## src/include/iopr_pkg.sv

```systemverilog
// Constants and types for the I/O port register window.
// Assumes a byte-wide host bus with one clock and a synchronous reset.
//
// Functional notes
// - Decode a 256-byte window placed by the user; offset picks the register.
// - Data-in read returns present pin levels of that port.
// - Ports A and B control register picks host I/O or latched address.
// - Data-out write stores value; driven on pins in host output mode.
// - Direction register sets each pin as input or output.
// - Drive-select picks open-drain on capable pins of ports A, B and C, high slew on the other pins of A and B; port D drive-select drives nothing.
// - Output-enable readback returns actual driver enable from any source.
// - Macrocell group register reads cell outputs, write loads cell flops.
// - Mask register blocks host writes to covered macrocells.
// - Main sector protection status is read only; writes ignored.
// - Security and boot sector protection status is read only.
// - Memory-space map places each memory area in program or data space.
// - Chip select low reaches memory and I/O; high disables memories.
// - Address strobe on port D bit 0 latches the host address.
// - Port D bit 1 can act as clock for the logic cells.
// - Multiplexed hosts: address [3:0] low nibble, [7:4] high nibble.
// - Page mode: port B gets address [11:8] low and [15:12] high.
package iopr_pkg;
  localparam logic [7:0] OFF_A_IN = 8'h00;
  localparam logic [7:0] OFF_B_IN = 8'h01;
  localparam logic [7:0] OFF_A_FN = 8'h02;
  localparam logic [7:0] OFF_B_FN = 8'h03;
  localparam logic [7:0] OFF_A_OUT = 8'h04;
  localparam logic [7:0] OFF_B_OUT = 8'h05;
  localparam logic [7:0] OFF_A_DIR = 8'h06;
  localparam logic [7:0] OFF_B_DIR = 8'h07;
  localparam logic [7:0] OFF_A_DRV = 8'h08;
  localparam logic [7:0] OFF_B_DRV = 8'h09;
  localparam logic [7:0] OFF_A_ICELL = 8'h0A;
  localparam logic [7:0] OFF_B_ICELL = 8'h0B;
  localparam logic [7:0] OFF_A_OE = 8'h0C;
  localparam logic [7:0] OFF_B_OE = 8'h0D;
  localparam logic [7:0] OFF_C_IN = 8'h10;
  localparam logic [7:0] OFF_D_IN = 8'h11;
  localparam logic [7:0] OFF_C_OUT = 8'h12;
  localparam logic [7:0] OFF_D_OUT = 8'h13;
  localparam logic [7:0] OFF_C_DIR = 8'h14;
  localparam logic [7:0] OFF_D_DIR = 8'h15;
  localparam logic [7:0] OFF_C_DRV = 8'h16;
  localparam logic [7:0] OFF_D_DRV = 8'h17;
  localparam logic [7:0] OFF_C_ICELL = 8'h18;
  localparam logic [7:0] OFF_C_OE = 8'h1A;
  localparam logic [7:0] OFF_D_OE = 8'h1B;
  localparam logic [7:0] OFF_CELL1 = 8'h20;
  localparam logic [7:0] OFF_CELL2 = 8'h21;
  localparam logic [7:0] OFF_MASK1 = 8'h22;
  localparam logic [7:0] OFF_MASK2 = 8'h23;
  localparam logic [7:0] OFF_PWR0 = 8'hB0;
  localparam logic [7:0] OFF_PWR2 = 8'hB4;
  localparam logic [7:0] OFF_MAIN_PROT = 8'hC0;
  localparam logic [7:0] OFF_SEC_PROT = 8'hC2;
  localparam logic [7:0] OFF_TEST_EN = 8'hC7;
  localparam logic [7:0] OFF_PAGE = 8'hE0;
  localparam logic [7:0] OFF_SPACE_MAP = 8'hE2;
  localparam logic [7:0] RESET_BYTE = 8'h00;
  localparam logic [7:0] WINDOW_BASE_DEF = 8'h00;
  localparam logic [7:0] OPEN_DRAIN_PINS = 8'hF0;
  localparam logic [7:0] OPEN_DRAIN_PINS_C = 8'hFF;
  localparam int READ_LATENCY = 1;
  typedef enum logic [1:0] {
    IOPR_HOST_MUX, IOPR_HOST_NONMUX, IOPR_HOST_PAGE, IOPR_HOST_XA
  } iopr_host_e;
endpackage : iopr_pkg

```

## src/include/iopr_cell_if.sv

```systemverilog
// Interface carrying macrocell group load requests to the cell bank.
// Assumes both ends run on the block clock.
`timescale 1ns/100ps
interface iopr_cell_if;
  logic [1:0] wr;
  logic [7:0] wdata;
  logic [7:0] cell1;
  logic [7:0] cell2;
  modport ctrl (output wr, output wdata, input cell1, input cell2);
  modport bank (input wr, input wdata, output cell1, output cell2);
endinterface : iopr_cell_if

```

## src/rtl/iopr_regs.sv

```systemverilog
// Byte-wide register window for four I/O ports and side registers.
// Assumes a synchronous host bus: select, strobes, offset and data per clock.
`timescale 1ns/100ps
module iopr_regs #(
  parameter logic [7:0] WINDOW_BASE = iopr_pkg::WINDOW_BASE_DEF
) (
  input wire logic clk,
  input wire logic rst,
  input wire logic chip_select_low,
  input wire logic [7:0] host_addr_hi,
  input wire logic [7:0] host_addr_lo,
  input wire logic [7:0] host_addr_pg,
  input wire logic host_rd,
  input wire logic host_wr,
  input wire logic [7:0] host_wdata,
  output logic [7:0] host_rdata,
  output logic host_rvalid,
  input wire logic [1:0] host_kind,
  input wire logic [7:0] port_a_in,
  input wire logic [7:0] port_b_in,
  input wire logic [7:0] port_c_in,
  input wire logic [7:0] port_d_in,
  output logic [7:0] port_a_out,
  output logic [7:0] port_b_out,
  output logic [7:0] port_c_out,
  output logic [7:0] port_d_out,
  output logic [7:0] port_a_oe,
  output logic [7:0] port_b_oe,
  output logic [7:0] port_c_oe,
  output logic [7:0] port_d_oe,
  output logic [7:0] port_a_slew,
  output logic [7:0] port_b_slew,
  input wire logic [7:0] cell1_d,
  input wire logic [7:0] cell2_d,
  input wire logic [7:0] cell1_route_a,
  input wire logic [7:0] cell2_route_c,
  input wire logic [7:0] icell_a,
  input wire logic [7:0] icell_b,
  input wire logic [7:0] icell_c,
  input wire logic [7:0] main_prot,
  input wire logic [7:0] sec_prot,
  input wire logic byte_enable_low,
  input wire logic use_byte_enable,
  input wire logic use_address_latch_strobe,
  input wire logic use_logic_clock_in,
  output logic memory_enable,
  output logic logic_clock_sel,
  output logic logic_clock_level,
  output logic [7:0] test_port_enable,
  output logic [7:0] power_cfg_zero,
  output logic [7:0] power_cfg_two,
  output logic [7:0] memory_page_select,
  output logic [7:0] memory_space_map
);
  logic [7:0] a_fn_reg, b_fn_reg;
  logic [7:0] out_reg [4];
  logic [7:0] dir_reg [4];
  logic [7:0] drv_reg [4];
  logic [7:0] mask1_reg, mask2_reg;
  logic [7:0] off;
  logic sel, wr_hit, rd_hit, wr_ok;
  logic [7:0] rd_next;
  logic [15:0] latched;
  logic [7:0] a_addr, b_addr;
  logic [7:0] oe_next [4];
  logic [7:0] drv_next [4];
  iopr_cell_if cif ();

  // ---------------------------------------------------------------
  // Window decode.
  // ---------------------------------------------------------------
  assign sel = ~chip_select_low && (host_addr_hi == WINDOW_BASE);
  assign off = host_addr_lo;
  assign wr_hit = sel && host_wr;
  assign rd_hit = sel && host_rd;
  assign wr_ok = wr_hit && !(byte_enable_low && use_byte_enable);

  function automatic logic [1:0] port_idx(input logic [7:0] o);
    port_idx = {o[4], o[0]};
  endfunction : port_idx

  function automatic logic is_port_reg(input logic [7:0] o,
      input logic [7:0] base_ab, input logic [7:0] base_cd);
    is_port_reg = (o == base_ab) || (o == base_ab + 8'h01) ||
                  (o == base_cd) || (o == base_cd + 8'h01);
  endfunction : is_port_reg

  // ---------------------------------------------------------------
  // Address latch and latched address output.
  // ---------------------------------------------------------------
  iopr_addr_latch u_latch (
    .clk(clk),
    .rst(rst),
    .strobe(use_address_latch_strobe & port_d_in[0]),
    .addr({host_addr_pg, host_addr_lo}),
    .latched(latched)
  );

  always_comb begin
    a_addr = latched[7:0];
    b_addr = latched[7:0];
    case (iopr_pkg::iopr_host_e'(host_kind))
      iopr_pkg::IOPR_HOST_PAGE: begin
        b_addr = latched[15:8];
        a_addr = 8'h00;
      end
      iopr_pkg::IOPR_HOST_NONMUX: a_addr = 8'h00;
      iopr_pkg::IOPR_HOST_XA: begin
        a_addr = {latched[7:4], 4'h0};
        b_addr = {4'h0, latched[11:8]};
      end
      default: ;
    endcase
  end

  // ---------------------------------------------------------------
  // Port control, mask and side registers.
  // ---------------------------------------------------------------
  always_ff @(posedge clk) begin
    if (rst) begin
      a_fn_reg <= iopr_pkg::RESET_BYTE;
      b_fn_reg <= iopr_pkg::RESET_BYTE;
    end else if (wr_ok) begin
      if (off == iopr_pkg::OFF_A_FN) a_fn_reg <= host_wdata;
      if (off == iopr_pkg::OFF_B_FN) b_fn_reg <= host_wdata;
    end
  end

  always_ff @(posedge clk) begin
    if (rst) begin
      for (int i = 0; i < 4; i++) begin
        out_reg[i] <= iopr_pkg::RESET_BYTE;
        dir_reg[i] <= iopr_pkg::RESET_BYTE;
        drv_reg[i] <= iopr_pkg::RESET_BYTE;
      end
    end else if (wr_ok) begin
      if (is_port_reg(off, iopr_pkg::OFF_A_OUT, iopr_pkg::OFF_C_OUT)) begin
        out_reg[port_idx(off)] <= host_wdata;
      end
      if (is_port_reg(off, iopr_pkg::OFF_A_DIR, iopr_pkg::OFF_C_DIR)) begin
        dir_reg[port_idx(off)] <= host_wdata;
      end
      if (is_port_reg(off, iopr_pkg::OFF_A_DRV, iopr_pkg::OFF_C_DRV)) begin
        drv_reg[port_idx(off)] <= host_wdata;
      end
    end
  end

  always_ff @(posedge clk) begin
    if (rst) begin
      mask1_reg <= iopr_pkg::RESET_BYTE;
      mask2_reg <= iopr_pkg::RESET_BYTE;
      test_port_enable <= iopr_pkg::RESET_BYTE;
      power_cfg_zero <= iopr_pkg::RESET_BYTE;
      power_cfg_two <= iopr_pkg::RESET_BYTE;
      memory_page_select <= iopr_pkg::RESET_BYTE;
      memory_space_map <= iopr_pkg::RESET_BYTE;
    end else if (wr_ok) begin
      case (off)
        iopr_pkg::OFF_MASK1: mask1_reg <= host_wdata;
        iopr_pkg::OFF_MASK2: mask2_reg <= host_wdata;
        iopr_pkg::OFF_TEST_EN: test_port_enable <= host_wdata;
        iopr_pkg::OFF_PWR0: power_cfg_zero <= host_wdata;
        iopr_pkg::OFF_PWR2: power_cfg_two <= host_wdata;
        iopr_pkg::OFF_PAGE: memory_page_select <= host_wdata;
        iopr_pkg::OFF_SPACE_MAP: memory_space_map <= host_wdata;
        default: ;
      endcase
    end
  end

  // ---------------------------------------------------------------
  // Macrocell bank.
  // ---------------------------------------------------------------
  assign cif.wr = {wr_ok && off == iopr_pkg::OFF_CELL2,
                   wr_ok && off == iopr_pkg::OFF_CELL1};
  assign cif.wdata = host_wdata;

  iopr_cell_bank u_cells (
    .clk(clk),
    .rst(rst),
    .cell1_d(cell1_d),
    .cell2_d(cell2_d),
    .mask1(mask1_reg),
    .mask2(mask2_reg),
    .cif(cif)
  );

  // ---------------------------------------------------------------
  // Pin drive and enable.
  // ---------------------------------------------------------------
  always_comb begin
    for (int i = 0; i < 4; i++) begin
      oe_next[i] = dir_reg[i];
      drv_next[i] = out_reg[i];
    end
    oe_next[0] = dir_reg[0] | a_fn_reg | cell1_route_a;
    oe_next[1] = dir_reg[1] | b_fn_reg;
    oe_next[2] = dir_reg[2] | cell2_route_c;
    drv_next[0] = (a_fn_reg & a_addr) | (cell1_route_a & cif.cell1) |
                  (~a_fn_reg & ~cell1_route_a & out_reg[0]);
    drv_next[1] = (b_fn_reg & b_addr) | (~b_fn_reg & out_reg[1]);
    drv_next[2] = (cell2_route_c & cif.cell2) |
                  (~cell2_route_c & out_reg[2]);
    if (use_address_latch_strobe) oe_next[3][0] = 1'b0;
    if (use_logic_clock_in) oe_next[3][1] = 1'b0;
    if (use_byte_enable) oe_next[2][7] = 1'b0;
    for (int i = 0; i < 3; i++) begin
      oe_next[i] = oe_next[i] & ~(drv_reg[i] & drv_next[i] &
        ((i == 2) ? iopr_pkg::OPEN_DRAIN_PINS_C :
        iopr_pkg::OPEN_DRAIN_PINS));
    end
  end

  always_ff @(posedge clk) begin
    if (rst) begin
      port_a_out <= iopr_pkg::RESET_BYTE;
      port_b_out <= iopr_pkg::RESET_BYTE;
      port_c_out <= iopr_pkg::RESET_BYTE;
      port_d_out <= iopr_pkg::RESET_BYTE;
      port_a_oe <= iopr_pkg::RESET_BYTE;
      port_b_oe <= iopr_pkg::RESET_BYTE;
      port_c_oe <= iopr_pkg::RESET_BYTE;
      port_d_oe <= iopr_pkg::RESET_BYTE;
      port_a_slew <= iopr_pkg::RESET_BYTE;
      port_b_slew <= iopr_pkg::RESET_BYTE;
    end else begin
      port_a_out <= drv_next[0];
      port_b_out <= drv_next[1];
      port_c_out <= drv_next[2];
      port_d_out <= drv_next[3];
      port_a_oe <= oe_next[0];
      port_b_oe <= oe_next[1];
      port_c_oe <= oe_next[2];
      port_d_oe <= oe_next[3];
      port_a_slew <= drv_reg[0] & ~iopr_pkg::OPEN_DRAIN_PINS;
      port_b_slew <= drv_reg[1] & ~iopr_pkg::OPEN_DRAIN_PINS;
    end
  end

  always_ff @(posedge clk) begin
    if (rst) begin
      memory_enable <= 1'b0;
      logic_clock_sel <= 1'b0;
      logic_clock_level <= 1'b0;
    end else begin
      memory_enable <= ~chip_select_low ? 1'b1 : 1'b0;
      logic_clock_sel <= use_logic_clock_in;
      logic_clock_level <= use_logic_clock_in & port_d_in[1];
    end
  end

  // ---------------------------------------------------------------
  // Read path.
  // ---------------------------------------------------------------
  always_comb begin
    rd_next = 8'h00;
    case (off)
      iopr_pkg::OFF_A_IN: rd_next = port_a_in;
      iopr_pkg::OFF_B_IN: rd_next = port_b_in;
      iopr_pkg::OFF_C_IN: rd_next = port_c_in;
      iopr_pkg::OFF_D_IN: rd_next = port_d_in;
      iopr_pkg::OFF_A_FN: rd_next = a_fn_reg;
      iopr_pkg::OFF_B_FN: rd_next = b_fn_reg;
      iopr_pkg::OFF_A_OUT: rd_next = out_reg[0];
      iopr_pkg::OFF_B_OUT: rd_next = out_reg[1];
      iopr_pkg::OFF_C_OUT: rd_next = out_reg[2];
      iopr_pkg::OFF_D_OUT: rd_next = out_reg[3];
      iopr_pkg::OFF_A_DIR: rd_next = dir_reg[0];
      iopr_pkg::OFF_B_DIR: rd_next = dir_reg[1];
      iopr_pkg::OFF_C_DIR: rd_next = dir_reg[2];
      iopr_pkg::OFF_D_DIR: rd_next = dir_reg[3];
      iopr_pkg::OFF_A_DRV: rd_next = drv_reg[0];
      iopr_pkg::OFF_B_DRV: rd_next = drv_reg[1];
      iopr_pkg::OFF_C_DRV: rd_next = drv_reg[2];
      iopr_pkg::OFF_D_DRV: rd_next = drv_reg[3];
      iopr_pkg::OFF_A_ICELL: rd_next = icell_a;
      iopr_pkg::OFF_B_ICELL: rd_next = icell_b;
      iopr_pkg::OFF_C_ICELL: rd_next = icell_c;
      iopr_pkg::OFF_A_OE: rd_next = port_a_oe;
      iopr_pkg::OFF_B_OE: rd_next = port_b_oe;
      iopr_pkg::OFF_C_OE: rd_next = port_c_oe;
      iopr_pkg::OFF_D_OE: rd_next = port_d_oe;
      iopr_pkg::OFF_CELL1: rd_next = cif.cell1;
      iopr_pkg::OFF_CELL2: rd_next = cif.cell2;
      iopr_pkg::OFF_MASK1: rd_next = mask1_reg;
      iopr_pkg::OFF_MASK2: rd_next = mask2_reg;
      iopr_pkg::OFF_PWR0: rd_next = power_cfg_zero;
      iopr_pkg::OFF_PWR2: rd_next = power_cfg_two;
      iopr_pkg::OFF_MAIN_PROT: rd_next = main_prot;
      iopr_pkg::OFF_SEC_PROT: rd_next = sec_prot;
      iopr_pkg::OFF_TEST_EN: rd_next = test_port_enable;
      iopr_pkg::OFF_PAGE: rd_next = memory_page_select;
      iopr_pkg::OFF_SPACE_MAP: rd_next = memory_space_map;
      default: rd_next = 8'h00;
    endcase
  end

  always_ff @(posedge clk) begin
    if (rst) begin
      host_rdata <= 8'h00;
      host_rvalid <= 1'b0;
    end else begin
      host_rvalid <= rd_hit;
      if (rd_hit) host_rdata <= rd_next;
    end
  end

  // ---------------------------------------------------------------
  // Checks.
  // ---------------------------------------------------------------
  property p_pin_read;
    @(posedge clk) disable iff (rst)
    rd_hit && off == iopr_pkg::OFF_A_IN |=> host_rdata == $past(port_a_in);
  endproperty
  a_pin_read: assert property (p_pin_read)
    else $error("Port A pin read wrong.");

  property p_out_store;
    @(posedge clk) disable iff (rst)
    wr_ok && off == iopr_pkg::OFF_C_OUT |=> out_reg[2] == $past(host_wdata);
  endproperty
  a_out_store: assert property (p_out_store)
    else $error("Port C output value not stored.");

  property p_dir_oe;
    @(posedge clk) disable iff (rst)
    !use_address_latch_strobe && !use_logic_clock_in ##1 1'b1
      |-> port_d_oe == $past(dir_reg[3]);
  endproperty
  a_dir_oe: assert property (p_dir_oe)
    else $error("Port D enable does not follow direction.");

  property p_oe_read;
    @(posedge clk) disable iff (rst)
    rd_hit && off == iopr_pkg::OFF_B_OE |=> host_rdata == $past(port_b_oe);
  endproperty
  a_oe_read: assert property (p_oe_read)
    else $error("Enable readback wrong.");

  property p_prot_ro;
    @(posedge clk) disable iff (rst)
    rd_hit && off == iopr_pkg::OFF_MAIN_PROT |=> host_rdata == $past(main_prot);
  endproperty
  a_prot_ro: assert property (p_prot_ro)
    else $error("Protection status read wrong.");

  property p_sec_ro;
    @(posedge clk) disable iff (rst)
    rd_hit && off == iopr_pkg::OFF_SEC_PROT |=> host_rdata == $past(sec_prot);
  endproperty
  a_sec_ro: assert property (p_sec_ro)
    else $error("Security status read wrong.");

  property p_mem_en;
    @(posedge clk) disable iff (rst)
    chip_select_low |=> !memory_enable;
  endproperty
  a_mem_en: assert property (p_mem_en)
    else $error("Memory enabled while deselected.");

  property p_page_addr;
    @(posedge clk) disable iff (rst)
    host_kind == 2'h2 && b_fn_reg == 8'hFF && $stable(latched)
      |=> port_b_out == $past(latched[15:8]);
  endproperty
  a_page_addr: assert property (p_page_addr)
    else $error("Page mode address output wrong.");

  property p_unmapped;
    @(posedge clk) disable iff (rst)
    rd_hit && off == 8'hFF |=> host_rdata == 8'h00;
  endproperty
  a_unmapped: assert property (p_unmapped)
    else $error("Unmapped read not zero.");
endmodule : iopr_regs

```

## src/rtl/iopr_cell_bank.sv

```systemverilog
// Macrocell flip-flops with host load masks.
// Assumes logic feeds next values through cell_d each cycle.
`timescale 1ns/100ps
module iopr_cell_bank (
  input wire logic clk,
  input wire logic rst,
  input wire logic [7:0] cell1_d,
  input wire logic [7:0] cell2_d,
  input wire logic [7:0] mask1,
  input wire logic [7:0] mask2,
  iopr_cell_if.bank cif
);
  logic [7:0] cell1_reg;
  logic [7:0] cell2_reg;

  function automatic logic [7:0] masked_load(input logic [7:0] cur,
      input logic [7:0] wd, input logic [7:0] msk);
    masked_load = (cur & msk) | (wd & ~msk);
  endfunction : masked_load

  always_ff @(posedge clk) begin
    if (rst) begin
      cell1_reg <= iopr_pkg::RESET_BYTE;
      cell2_reg <= iopr_pkg::RESET_BYTE;
    end else begin
      if (cif.wr[0]) begin
        cell1_reg <= masked_load(cell1_reg, cif.wdata, mask1);
      end else begin
        cell1_reg <= cell1_d;
      end
      if (cif.wr[1]) begin
        cell2_reg <= masked_load(cell2_reg, cif.wdata, mask2);
      end else begin
        cell2_reg <= cell2_d;
      end
    end
  end

  assign cif.cell1 = cell1_reg;
  assign cif.cell2 = cell2_reg;

  property p_mask_holds;
    @(posedge clk) disable iff (rst)
    cif.wr[0] |=> ((cell1_reg & $past(mask1)) ==
                   ($past(cell1_reg) & $past(mask1)));
  endproperty
  a_mask_holds: assert property (p_mask_holds)
    else $error("Masked cell changed on host write.");
endmodule : iopr_cell_bank

```

## src/rtl/iopr_addr_latch.sv

```systemverilog
// Address latch driven by the host address strobe.
// Assumes strobe and address are synchronous to the clock.
`timescale 1ns/100ps
module iopr_addr_latch (
  input wire logic clk,
  input wire logic rst,
  input wire logic strobe,
  input wire logic [15:0] addr,
  output logic [15:0] latched
);
  always_ff @(posedge clk) begin
    if (rst) begin
      latched <= 16'h0000;
    end else if (strobe) begin
      latched <= addr;
    end
  end

  property p_latch;
    @(posedge clk) disable iff (rst) strobe |=> latched == $past(addr);
  endproperty
  a_latch: assert property (p_latch)
    else $error("Address not latched on strobe.");
endmodule : iopr_addr_latch

```

## config.mk

```make
export PLATFORM = sky130hd
export DESIGN_NAME = iopr_regs
export DESIGN_NICKNAME = d
export VERILOG_FILES = /design/src/include/iopr_pkg.sv /design/src/include/iopr_cell_if.sv /design/src/rtl/iopr_regs.sv /design/src/rtl/iopr_cell_bank.sv /design/src/rtl/iopr_addr_latch.sv
export SDC_FILE = /design/constraint.sdc
export NUM_CORES = 1
export LEC_CHECK = 0
export BUFFER_PORTS_ARGS = -buffer_cell sky130_fd_sc_hd__buf_2
export CAP_MARGIN = 15
export CORE_ASPECT_RATIO = 1.5
export CORE_MARGIN = 4
export CORE_UTILIZATION = 45
export DETAILED_ROUTE_END_ITERATION = 6
export PLACE_DENSITY = 0.78
export SETUP_SLACK_MARGIN = 0.4
export SLEW_MARGIN = 20
export SYNTH_ARGS = -nofsm -noshare
export SYNTH_HDL_FRONTEND = slang
export SYNTH_SLANG_ARGS = --single-unit
export TNS_END_PERCENT = 10
```

## constraint.sdc

```tcl
create_clock -name clk -period 2.5 [get_ports clk]
set_input_delay 0.125 -clock clk [delete_from_list [all_inputs] [get_ports clk]]
set_output_delay 0.125 -clock clk [all_outputs]
set_load 0.02 [all_outputs]
```

==> flow_summary.yaml <==
drt:
  vias_per_cell: 6.19
  first_pass_iters: 5
  drt_wl_total_mm: 68.3
  post_drt_wl_per_cell_um: 30.4
  vias: 13900
  drc: 0
  ant_nets: 0
  drt_iter0_drc: 1307
sta:
  drv_slew: 0
  final-setup-viol-count: 0
  slew_headroom: 0.375
  timing.final.crit_share: 0.848
  hold_viol: 0
  period_minus_slack_ns: 2.12
  fmax_mhz: 472
  rsz0062_at_grt: "yes"
  clock_skew_ns: 0.0165
  hold-worst-slack_ns: 0.110
  tightest_slew_ns: 0.938
  setup_tns_ns: 0
setup_path:
  cp-end-kind: "flip-flop"
  crit_arrival_ns: 2.55
  r2r_cells: 6
  worst_path_max_delay_cell: "dlygate4sd3_1"
  critPathCapture: "out_reg[2][3]$_SDFFCE_PN0P_"
  critPathKind: "in -> reg"
  critPathRequiredTime_ns: 2.93
  crit_chain: "dlygate4sd3_1 -> buf_2 -> nor4_4 -> nand4_4 -> nor3_2 -> buf_4 -> nand2_1 -> nor2_1 -> buf_4 -> and2_1"
  critPathMaxStageDelay_ns: 0.53
  critPathLaunch: "chip_select_low"
  rrSetupSlack_ns: 0.42
  critPathMaxFanout: 11
  r2r-start: "dir_reg[3][0]$_DFFE_PP_"
  r2r_end: "host_rdata[0]$_SDFFE_PP0P_"
  startpoint_type: "input pin"
  crit_top_cell: "buf_4"
cts:
  clock_latency_ns: 0.57
  post_cts_buffers: 0
  cts_tree: "yes"
  cts_buffers: 27
  clkTransAtPathRegs_ns: 0.07
  clock_sinks: 284
  htreeDepth: 1
  ctsRootBufferMaster: "clkbuf_16"
  clockBufferDepth: 3
placed_design:
  place_area_um2: 16200
  dp_hpwl_mm: 53.0
  portBuffers: 270
  gp_congestion: 1.07
layout:
  layout_common_cells: "buf_2 (269), nand2_1 (218), dfxtp_1 (188), buf_4 (118), nor2_1 (106)"
  layout_commonest_cell: "buf_2"
  fin_nets: 1977
  final_util: 0.583
  syn_to_final_growth_pct: 28.0
  final_cell_area_um2: 17600
  drive_gt1_frac: 0.275
  fill_cells: 2614
synth:
  postSynthCellCount: 1469
  ys_async_sr_fraction: 0
  synthDistinctLibCells: 83
  synth-edff-count: 96
  synth_top_area_cell: "dfxtp_1"
  syn-mean-instance-area_um2: 9.36
  ys_ff_latch: 284
  yosysWarnings: 0
  yosys_most_used_dff: "dfxtp_1"
  synth.top_cells.by_area: "dfxtp_1 (27%), edfxtp_1 (21%), nand2_1 (6.0%)"
  yosysTopAreaCellShare: 0.274
  synth_area_um2: 13700
  ys_seq_area_frac: 0.483
power:
  power_density_nw_per_um2: 603
  leakage_nw: 7.28
  total_power_mw: 10.6
  ir_worst_vdd_mv: 0.609
global_route:
  grt_pass1_vias: 13700
  grt_start_max_net_pins: 66
  antenna_found_initial: 3
  overflow: 0
  grt_pass1_wl_mm: 95.4
  grt_usage: 0.396
min_path:
  min_from: "host_kind[0]"
  min_path_type: "in -> reg"
die:
  start_util: 0.456
  io_pins: 279
  design.core.area_um2: 30200
  die-width_um: 151
  die_area_um2: 33500
  num_rows: 78
  die_height_um: 222
flow_run:
  max_cap_viol_count: 0
outcome:
  status: "completed"
## critical path: cells and delay by family
family	cells	cell delay [ns]
buf+inv	4	1.16
simple gates	6	1.24
## cell usage after synthesis, types with 9 or more instances
| cell | count |
|---|---|
| nor3_1 | 27 |
| o21ai_0 | 19 |
| nand3_1 | 61 |
| a22o_1 | 14 |
| nand4_1 | 10 |
| a31oi_1 | 12 |
| a211oi_1 | 27 |
| buf_4 | 18 |
| edfxtp_1 | 96 |
| nor2_1 | 107 |
| and3_1 | 66 |
| mux2i_1 | 56 |
| mux2_2 | 26 |
| nor2b_1 | 47 |
| and2_1 | 59 |
| a32oi_1 | 23 |
| a21oi_1 | 100 |
| nand2_1 | 218 |
| a21o_1 | 9 |
| clkbuf_1 | 63 |
| a22oi_1 | 23 |
| buf_2 | 36 |
| dfxtp_1 | 188 |
## stage by stage
step / worst slack [ns] / std cells
after floorplan: 0.559 / 1476
after global placement: -0.113 / 2149
after detailed placement: -0.112 / 2149
after CTS: 0.411 / 2249
after global routing: 0.323 / 2249
final: 0.381 / 2250
## cells by family (layout without fill, tap and decap cells)
group | after synthesis | count (layout) | synth area share
mux | 89 | 89 | 0.0714
xor+xnor | 2 | 2 | 0.00127
other cells | 1 | 9 | 0.000273
compound gates | 284 | 284 | 0.139
simple gates | 677 | 677 | 0.256
flops | 284 | 284 | 0.483
buf+inv | 132 | 505 | 0.0486
## worst min path at each step
stage / to / slack [ns] / cells after the start
floorplan: memory_enable$_SDFF_PP0_ / 0.20 / 1
global placement: port_d_oe[1]$_SDFF_PP0_ / 0.30 / 2
detailed placement: port_d_oe[1]$_SDFF_PP0_ / 0.31 / 2
CTS: port_b_out[5]$_SDFF_PP0_ / 0.08 / 4
global route: u_latch.latched[7]$_SDFFE_PP0P_ / 0.12 / 3
finish: port_b_out[5]$_SDFF_PP0_ / 0.11 / 4
## layer usage
metal,part of all wire,global-route usage
met1,0.35,0.468
met2,0.48,0.657
met3,0.086,0.0589
met4,0.086,0.267
met5,0.00029,0
## what timing repair did
action | CTS | global route
hold endpoints to repair | 73 | 0
hold buffers | 52 | 0
setup endpoints to repair | 1 | 84
gates cloned | 0 | 0
resized for setup | 2 | 3
## power breakdown
group / internal (mW) / switching, mW
registers: 4.94 / 0.181
logic: 0.495 / 0.830
clock network: 2.29 / 1.88
total: 7.72 / 2.89
## final cells by class
| cell class | instances | area, um2 | share of cell area |
|---|---|---|---|
| well taps | 400 | 500 | 0.0284 |
| diodes | 1 | 2.50 | 0.000142 |
| clock buffers | 37 | 807 | 0.0459 |
| multi-input cells | 1060 | 6520 | 0.370 |
| clock inverters | 11 | 85.1 | 0.00484 |
| repair buffers | 453 | 3020 | 0.172 |
| flip-flops and latches | 284 | 6650 | 0.378 |
| inverters | 4 | 15.0 | 0.000853 |
Note: power is estimated with default switching activity, not from simulation.
